$ cat config.mk
export PLATFORM = sky130hd
export DESIGN_NAME = hsw_uart_wake
export DESIGN_NICKNAME = d
export VERILOG_FILES = /design/src/rtl/hsw_pkg.sv /design/src/rtl/hsw_sync3.sv /design/src/rtl/hsw_uart_wake.sv
export SDC_FILE = /design/constraint.sdc
export NUM_CORES = 1
export LEC_CHECK = 0
export ABC_AREA = 1
export BUFFER_PORTS_ARGS = -buffer_cell sky130_fd_sc_hd__buf_2
export CAP_MARGIN = 10
export CELL_PAD_IN_SITES_DETAIL_PLACEMENT = 0
export CELL_PAD_IN_SITES_GLOBAL_PLACEMENT = 1
export CORE_MARGIN = 3
export CORE_UTILIZATION = 38
export CTS_CLUSTER_DIAMETER = 30
export DETAILED_ROUTE_END_ITERATION = 10
export PLACE_DENSITY = 0.71
export SLEW_MARGIN = 0
export SYNTH_ARGS = -nofsm -noshare
export SYNTH_HDL_FRONTEND = slang
export SYNTH_SLANG_ARGS = --single-unit
$ cat constraint.sdc
create_clock -name clk_i -period 1.65 [get_ports clk_i]
set_input_delay 0.33 -clock clk_i [delete_from_list [all_inputs] [get_ports clk_i]]
set_output_delay 0.33 -clock clk_i [all_outputs]
set_load 0.02 [all_outputs]
$ cat src/rtl/hsw_pkg.sv
package hsw_pkg;

    ////////////////////////////////////////////////////////////////////////
    // Packet type indicators that lead each transport packet
    localparam logic [7:0] HSW_PKT_CMD = 8'h01;
    localparam logic [7:0] HSW_PKT_ACL = 8'h02;
    localparam logic [7:0] HSW_PKT_SYNC = 8'h03;
    localparam logic [7:0] HSW_PKT_EVT = 8'h04;

    ////////////////////////////////////////////////////////////////////////
    // Line timing
    localparam int HSW_CLK_HZ = 25000000;
    localparam int HSW_BAUD_DEF = 115200;
    localparam int HSW_BIT_CYC_DEF = HSW_CLK_HZ / HSW_BAUD_DEF;
    localparam int HSW_DATA_BITS = 8;
    localparam logic [3:0] HSW_LAST_BIT = 4'h7;

    ////////////////////////////////////////////////////////////////////////
    // Carriers
    typedef struct packed {
        logic [7:0] ptype;
        logic [7:0] data;
        logic       first;
        logic       last;
    } hsw_beat_t;

    typedef struct packed {
        logic rxd;
        logic cts_n;
        logic dev_wake;
        logic wlan_act;
    } hsw_pins_t;

endpackage

$ cat src/rtl/hsw_sync3.sv
module hsw_sync3 (
    input wire logic clk_i,
    input wire logic sys_rst_i,
    input wire logic d_i,
    input wire logic rst_val_i,
    output logic q_o
);
    logic s1_r;
    logic s2_r;
    logic s3_r;

    // Three stages; output changes once stages two and three agree
    // Reset level matches the pin's idle level, so no false edge follows reset
    always_ff @(posedge clk_i) begin
        if (sys_rst_i) begin
            s1_r <= rst_val_i;
            s2_r <= rst_val_i;
            s3_r <= rst_val_i;
            q_o <= rst_val_i;
        end else begin
            s1_r <= d_i;
            s2_r <= s1_r;
            s3_r <= s2_r;
            if (s2_r == s3_r) begin
                q_o <= s3_r;
            end
        end
    end
endmodule

$ cat src/rtl/hsw_uart_wake.sv
// Function
// - Active-low reset pin from host holds the block in reset while low.
// - Link carries commands, events, async data and synchronous data packets.
// - H4 framing on four wires: TXD, RXD, RTS and CTS.
// - Transmit and receive run concurrently and independently.
// - Module raises its wake output whenever it has data for the host.
// - Each side sleeps independently; wake lines bring the other back.
// - Module wake output rises on new packet or radio event to process.
// - Host wake input raises an internal interrupt waking the module.
// - Module drives a radio activity request output for coexistence.
module hsw_uart_wake
    import hsw_pkg::*;
#(
    parameter int BIT_CYC = HSW_BIT_CYC_DEF
) (
    input wire logic clk_i,
    input wire logic sys_rst_i,
    input wire logic reset_n_i,
    input wire logic rxd_i,
    input wire logic cts_n_i,
    input wire logic host_to_module_wakeup_i,
    input wire logic wlan_activity_in_i,
    input wire hsw_pkg::hsw_beat_t tx_beat_i,
    input wire logic tx_valid_i,
    output logic tx_ready_o,
    input wire logic rx_room_i,
    input wire logic radio_event_i,
    input wire logic radio_busy_i,
    output logic [7:0] rx_data_o,
    output logic rx_valid_o,
    output logic txd_o,
    output logic rts_n_o,
    output logic module_to_host_wakeup_o,
    output logic radio_activity_request_o,
    output logic wake_irq_o,
    output logic wlan_busy_o
);
    import hsw_pkg::*;

    localparam int CW = $clog2(BIT_CYC + 1);
    localparam logic [CW-1:0] BIT_LAST = CW'(BIT_CYC - 1);
    localparam logic [CW-1:0] HALF_BIT = CW'(BIT_CYC / 2);

    typedef enum logic [1:0] {
        HSW_IDLE = 2'b00,
        HSW_START = 2'b01,
        HSW_DATA = 2'b10,
        HSW_STOP = 2'b11
    } hsw_st_t;

    ////////////////////////////////////////////////////////////////////////
    // Pin synchronisers
    logic rst_pin_s;
    logic rxd_s;
    logic cts_n_s;
    logic dev_wake_s;
    logic wlan_s;
    logic rst_all;

    hsw_sync3 u_sy_rst (.clk_i(clk_i), .sys_rst_i(sys_rst_i), .d_i(reset_n_i), .rst_val_i(1'b1), .q_o(rst_pin_s));
    hsw_sync3 u_sy_rxd (.clk_i(clk_i), .sys_rst_i(sys_rst_i), .d_i(rxd_i), .rst_val_i(1'b1), .q_o(rxd_s));
    hsw_sync3 u_sy_cts (.clk_i(clk_i), .sys_rst_i(sys_rst_i), .d_i(cts_n_i), .rst_val_i(1'b1), .q_o(cts_n_s));
    hsw_sync3 u_sy_wak (.clk_i(clk_i), .sys_rst_i(sys_rst_i),
        .d_i(host_to_module_wakeup_i), .rst_val_i(1'b0), .q_o(dev_wake_s));
    hsw_sync3 u_sy_wla (.clk_i(clk_i), .sys_rst_i(sys_rst_i),
        .d_i(wlan_activity_in_i), .rst_val_i(1'b0), .q_o(wlan_s));

    // Pin reset low holds everything past the pin synchronisers in reset
    assign rst_all = sys_rst_i | ~rst_pin_s;

    ////////////////////////////////////////////////////////////////////////
    // Transmitter: type byte first, then payload bytes
    hsw_st_t tx_st_r;
    logic [CW-1:0] tx_cnt_r;
    logic [3:0] tx_bit_r;
    logic [7:0] tx_sh_r;
    logic [7:0] tx_pay_r;
    logic tx_pend_r;
    logic tx_inpkt_r;
    logic tx_last_r;

    // Serialiser, paced by CTS
    always_ff @(posedge clk_i) begin
        if (rst_all) begin
            tx_st_r <= HSW_IDLE;
            tx_cnt_r <= '0;
            tx_bit_r <= 4'h0;
            tx_sh_r <= 8'h00;
            tx_pay_r <= 8'h00;
            tx_pend_r <= 1'b0;
            tx_inpkt_r <= 1'b0;
            tx_last_r <= 1'b0;
            txd_o <= 1'b1;
            tx_ready_o <= 1'b0;
        end else begin
            tx_ready_o <= 1'b0;
            case (tx_st_r)
                HSW_IDLE: begin
                    txd_o <= 1'b1;
                    if (tx_pend_r && !cts_n_s) begin
                        tx_sh_r <= tx_pay_r;
                        tx_pend_r <= 1'b0;
                        tx_st_r <= HSW_START;
                        tx_cnt_r <= '0;
                        txd_o <= 1'b0;
                    end else if (tx_valid_i && !tx_ready_o && !cts_n_s) begin
                        tx_ready_o <= 1'b1;
                        tx_last_r <= tx_beat_i.last;
                        if (tx_beat_i.first || !tx_inpkt_r) begin
                            tx_sh_r <= tx_beat_i.ptype;
                            tx_pay_r <= tx_beat_i.data;
                            tx_pend_r <= 1'b1;
                        end else begin
                            tx_sh_r <= tx_beat_i.data;
                        end
                        tx_inpkt_r <= ~tx_beat_i.last;
                        tx_st_r <= HSW_START;
                        tx_cnt_r <= '0;
                        txd_o <= 1'b0;
                    end
                end
                HSW_START: begin
                    tx_cnt_r <= tx_cnt_r + 1'b1;
                    if (tx_cnt_r == BIT_LAST) begin
                        tx_cnt_r <= '0;
                        tx_bit_r <= 4'h0;
                        txd_o <= tx_sh_r[0];
                        tx_st_r <= HSW_DATA;
                    end
                end
                HSW_DATA: begin
                    tx_cnt_r <= tx_cnt_r + 1'b1;
                    if (tx_cnt_r == BIT_LAST) begin
                        tx_cnt_r <= '0;
                        if (tx_bit_r == HSW_LAST_BIT) begin
                            txd_o <= 1'b1;
                            tx_st_r <= HSW_STOP;
                        end else begin
                            tx_bit_r <= tx_bit_r + 4'h1;
                            tx_sh_r <= {1'b0, tx_sh_r[7:1]};
                            txd_o <= tx_sh_r[1];
                        end
                    end
                end
                HSW_STOP: begin
                    tx_cnt_r <= tx_cnt_r + 1'b1;
                    if (tx_cnt_r == BIT_LAST) begin
                        tx_cnt_r <= '0;
                        tx_st_r <= HSW_IDLE;
                    end
                end
                default: tx_st_r <= HSW_IDLE;
            endcase
        end
    end

    ////////////////////////////////////////////////////////////////////////
    // Receiver, independent of the transmitter
    hsw_st_t rx_st_r;
    logic [CW-1:0] rx_cnt_r;
    logic [3:0] rx_bit_r;
    logic [7:0] rx_sh_r;

    // Deserialiser with mid-bit sampling
    always_ff @(posedge clk_i) begin
        if (rst_all) begin
            rx_st_r <= HSW_IDLE;
            rx_cnt_r <= '0;
            rx_bit_r <= 4'h0;
            rx_sh_r <= 8'h00;
            rx_data_o <= 8'h00;
            rx_valid_o <= 1'b0;
        end else begin
            rx_valid_o <= 1'b0;
            case (rx_st_r)
                HSW_IDLE: begin
                    rx_cnt_r <= '0;
                    if (!rxd_s) begin
                        rx_st_r <= HSW_START;
                    end
                end
                HSW_START: begin
                    rx_cnt_r <= rx_cnt_r + 1'b1;
                    if (rx_cnt_r == HALF_BIT) begin
                        rx_cnt_r <= '0;
                        rx_bit_r <= 4'h0;
                        rx_st_r <= rxd_s ? HSW_IDLE : HSW_DATA;
                    end
                end
                HSW_DATA: begin
                    rx_cnt_r <= rx_cnt_r + 1'b1;
                    if (rx_cnt_r == BIT_LAST) begin
                        rx_cnt_r <= '0;
                        rx_sh_r <= {rxd_s, rx_sh_r[7:1]};
                        rx_bit_r <= rx_bit_r + 4'h1;
                        if (rx_bit_r == HSW_LAST_BIT) begin
                            rx_st_r <= HSW_STOP;
                        end
                    end
                end
                HSW_STOP: begin
                    rx_cnt_r <= rx_cnt_r + 1'b1;
                    if (rx_cnt_r == BIT_LAST) begin
                        rx_st_r <= HSW_IDLE;
                        if (rxd_s) begin
                            rx_data_o <= rx_sh_r;
                            rx_valid_o <= 1'b1;
                        end
                    end
                end
                default: rx_st_r <= HSW_IDLE;
            endcase
        end
    end

    // Request-to-send low while there is room
    always_ff @(posedge clk_i) begin
        if (rst_all) begin
            rts_n_o <= 1'b1;
        end else begin
            rts_n_o <= ~rx_room_i;
        end
    end

    ////////////////////////////////////////////////////////////////////////
    // Wake handshake
    logic evt_pend_r;
    logic dev_wake_d_r;

    // Pending flag: event set wins over clear on packet end
    always_ff @(posedge clk_i) begin
        if (rst_all) begin
            evt_pend_r <= 1'b0;
        end else if (radio_event_i) begin
            evt_pend_r <= 1'b1;
        end else if (tx_ready_o && tx_last_r) begin
            evt_pend_r <= 1'b0;
        end
    end

    // Wake out held while data waits or a packet is open
    always_ff @(posedge clk_i) begin
        if (rst_all) begin
            module_to_host_wakeup_o <= 1'b0;
        end else begin
            module_to_host_wakeup_o <= evt_pend_r | radio_event_i | tx_valid_i
                | tx_inpkt_r | tx_pend_r | (tx_st_r != HSW_IDLE);
        end
    end

    // Host wake rising edge pulses the internal interrupt
    always_ff @(posedge clk_i) begin
        if (rst_all) begin
            dev_wake_d_r <= 1'b0;
            wake_irq_o <= 1'b0;
        end else begin
            dev_wake_d_r <= dev_wake_s;
            wake_irq_o <= dev_wake_s & ~dev_wake_d_r;
        end
    end

    ////////////////////////////////////////////////////////////////////////
    // Coexistence
    always_ff @(posedge clk_i) begin
        if (rst_all) begin
            radio_activity_request_o <= 1'b0;
            wlan_busy_o <= 1'b0;
        end else begin
            radio_activity_request_o <= radio_busy_i;
            wlan_busy_o <= wlan_s;
        end
    end
endmodule

==> flow_summary.yaml <==
floorplanning:
  start_util_pct: 39.40
  core_region_area_um2: 10420
  die_y_um: 109.9
  rows: 37
  die_area_um2: 12080
  num_io_pins: 45
  die_w_um: 109.9
route:
  highest_layer: "met4"
  wl_met3_um: 389
  wl_per_cell_um: 11.57
  drc: 0
  viasPerCell: 4.680
  first_pass_iters: 4
  wl_met1_mm: 4.523
  drt-initial-drc-count: 149
  wl_met2_mm: 3.894
  vias: 3608
  antenna_left: 0
  wl_mm: 8.921
grt:
  grtUsageTotal_pct: 16.19
  grt_max_degree: 40
  grt_pass1_wl_mm: 15.16
  antenna_found_initial: 0
  grt_overflow_total: 0
  first_global_vias: 3246
critical_path:
  slowest_stage: "dfxtp_2"
  cp-start-kind: "register"
  worst-path-buf-inv: 2
  worstRegToRegCells: 9
  cp.depth: 9
  crit_fanout: 7
  crit_chain: "inv_2, ha_4, nand2_2, nor2_4, nand3b_4, nor3_4, buf_6, o21ai_0, nor2_1"
  slowest_delay_ps: 350
  cp-end-kind: "register"
  required_ps: 1970
  critPathTopFamily: "simple AND/OR/NAND/NOR gates"
  cp.arrival_ps: 1850
  crit_type: "register to register"
pwr:
  power_frac_clock_pct: 27.5
  internal_power_uw: 3485
  sw_frac_of_total_pct: 32.61
  sequentialPowerShare_pct: 47.1
  leakagePower_uw: 0.002168
  ir_drop_mv: 0.7358
  powerDensity_nw_per_um2: 1073
  power_switching_uw: 1686
  power_frac_comb_pct: 25.4
sta:
  tns_ps: 0
  hold_viol: 0
  fmax_mhz: 652.7
  layout_worst_path_cycle_share_pct: 92.85
  clock-skew-final_ps: 8.984
  rsz0062_at_grt: "true"
  drv_slew: 0
  post-route-min-period_ps: 1532
  setup_viol_count_final: 0
  hold_slack_ps: 107.8
  worst_pin_slew_ps: 395.3
  slew_headroom_pct: 73.40
layout:
  finalNetCount: 670
  nFillCells: 1085
  antennaDiodeCount: 0
  areaGrowthSynthToFinish_pct: 17.47
  drive_gt1_share_pct: 18.58
  fin_cells: 771
clock_tree:
  cts.sinks: 93
  htree_levels: 3
  cts_tree: "yes"
  cts_buffers: 9
  clkTransAtPathRegs_ps: 90
  clk_path_buf_depth: 2
  ctsRootBufferMaster: "clkbuf_8"
  clk_latency_ps: 380
logic_synthesis:
  ys_async_sr_fraction_pct: 0
  netlist_instances: 568
  yosys_warnings: 0
  synth_edf_count: 0
  synth_area_um2: 4104
  synth-seq-area-share_pct: 45.37
  syn_area_per_cell_um2: 7.225
  ys.flop_type: "dfxtp_1"
  syn_nets: 608
  ys_types: 36
  ys_ff_latch: 93
min_path:
  hp-class: "input pin to register"
  min_path_cells: 2
outcome:
  status: "finished, final reports clean"
placement:
  port_buffers: 44
  place_congestion: 0.8053
  dp_cells: 753
  hpwl_mm: 6.385
flow_run:
  drv_cap: 0
-- registers in the layout (all words and copies together), names as in the netlist, 2 cells and up, named ones only --
register   flops
rx_cnt_r       8
rx_data_o      8
rx_sh_r        8
tx_cnt_r       8
tx_pay_r       8
tx_sh_r        8
rx_bit_r       4
tx_bit_r       4
tx_st_r        2
-- cells in the mapped netlist, types with 2 or more instances --
library cell	instances	area share (%)
a211oi_1	2	0.37
nand2_1	132	12
nand2_4	2	0.55
buf_2	6	0.73
nor2_2	2	0.30
dfxtp_1	93	45
inv_2	3	0.27
nand4_1	8	1.2
o21ai_0	37	4.5
or2_2	10	1.5
nor2_1	100	9.1
nand2_2	4	0.61
a21oi_1	35	4.3
ha_1	11	3.4
xnor2_1	2	0.43
inv_1	58	5.3
nor3_1	4	0.49
xor2_1	7	1.5
clkbuf_1	5	0.46
nand3_1	31	3.8
-- final timing paths --
path / start / endpoint / slack, ps
worst max-delay path: rx_cnt_r[1]$_SDFF_PP0_ / rx_data_o[2]$_SDFFE_PP0P_ / 120
worst min-delay path: rx_room_i / rts_n_o$_SDFF_PP1_ / 110
worst max register to register: rx_cnt_r[1]$_SDFF_PP0_ / rx_data_o[2]$_SDFFE_PP0P_ / 120
worst min register to register: u_sy_wak.s1_r$_SDFF_PP0_ / u_sy_wak.s2_r$_SDFF_PP0_ / 400
-- layout by cell type, fill, tap and decap left out, types with 2 or more instances in the layout --
cell type,n
nor2_2,2
dfxtp_2,3
ha_1,9
inv_1,56
nor2_1,99
or2_2,10
a21oi_1,35
dfxtp_1,90
nand4_1,8
clkbuf_8,10
nor2_4,2
nand3_4,2
inv_2,5
nand2_1,132
clkinvlp_4,2
nor3_1,4
o21ai_1,3
buf_4,19
nand3_1,30
o21ai_0,34
a211oi_1,2
xnor2_1,2
xor2_1,7
buf_2,44
nand2_4,2
clkbuf_1,2
nand2_2,4
-- per-stage QoR --
step	total power, uW	util [%]	cell area [um2]	setup WS, ps
after floorplan	3364	-	4104	80.42
after global placement	3748	43.94	4577	89.90
after detailed placement	3757	43.94	4577	32.68
after CTS	5211	45.65	4755	19.02
after global routing	5525	46.28	4821	-4.761
final	5171	46.28	4821	118.0
-- area by class of cell --
cell class	count	area [um2]	area share [%]
clock inverter	4	32.53	0.6748
clock buffer	12	145.1	3.011
tap	136	170.2	3.530
timing repair buffer	65	394.1	8.175
inverter	62	235.2	4.879
sequential	93	1866	38.70
multi-input combinational	399	1978	41.03
-- power by group through the flow --
| stage | Sequential, uW | Clock [uW] | Combinational (uW) |
|---|---|---|---|
| 6_report | 2430 | 1420 | 1310 |
| 5_1_grt | 2450 | 1590 | 1490 |
| 4_1_cts | 2430 | 1500 | 1280 |
| 3_5_place_dp | 2490 | 0 | 1270 |
| 3_3_place_gp | 2480 | 0 | 1270 |
| 2_1_floorplan | 2500 | 0 | 869 |
-- per-layer routing --
layer | vias to the layer above | global-route usage (%)
met1 | 1626 | 22.20
met5 | - | 0
li1 | 1913 | -
met3 | 11 | 5.109
met2 | 58 | 23.53
met4 | 0 | 6.411
-- timing repair --
action                                  4_1_cts  5_1_grt
hold buffers                                  0        0
endpoints found under the setup margin        0       40
gates resized for setup                       0       17
buffers inserted                              0        2
-- cells by family after synthesis --
kind of cell | after synthesis | synth area share (%)
AO/OA/AOI/OAI | 78 | 10.00
adder cells (fa/ha/maj) | 11 | 3.354
buffers and inverters | 76 | 7.500
flip-flops | 93 | 45.37
AND/OR/NAND/NOR | 301 | 31.86
XOR/XNOR | 9 | 1.921
Power figures use the tool's default switching activity.
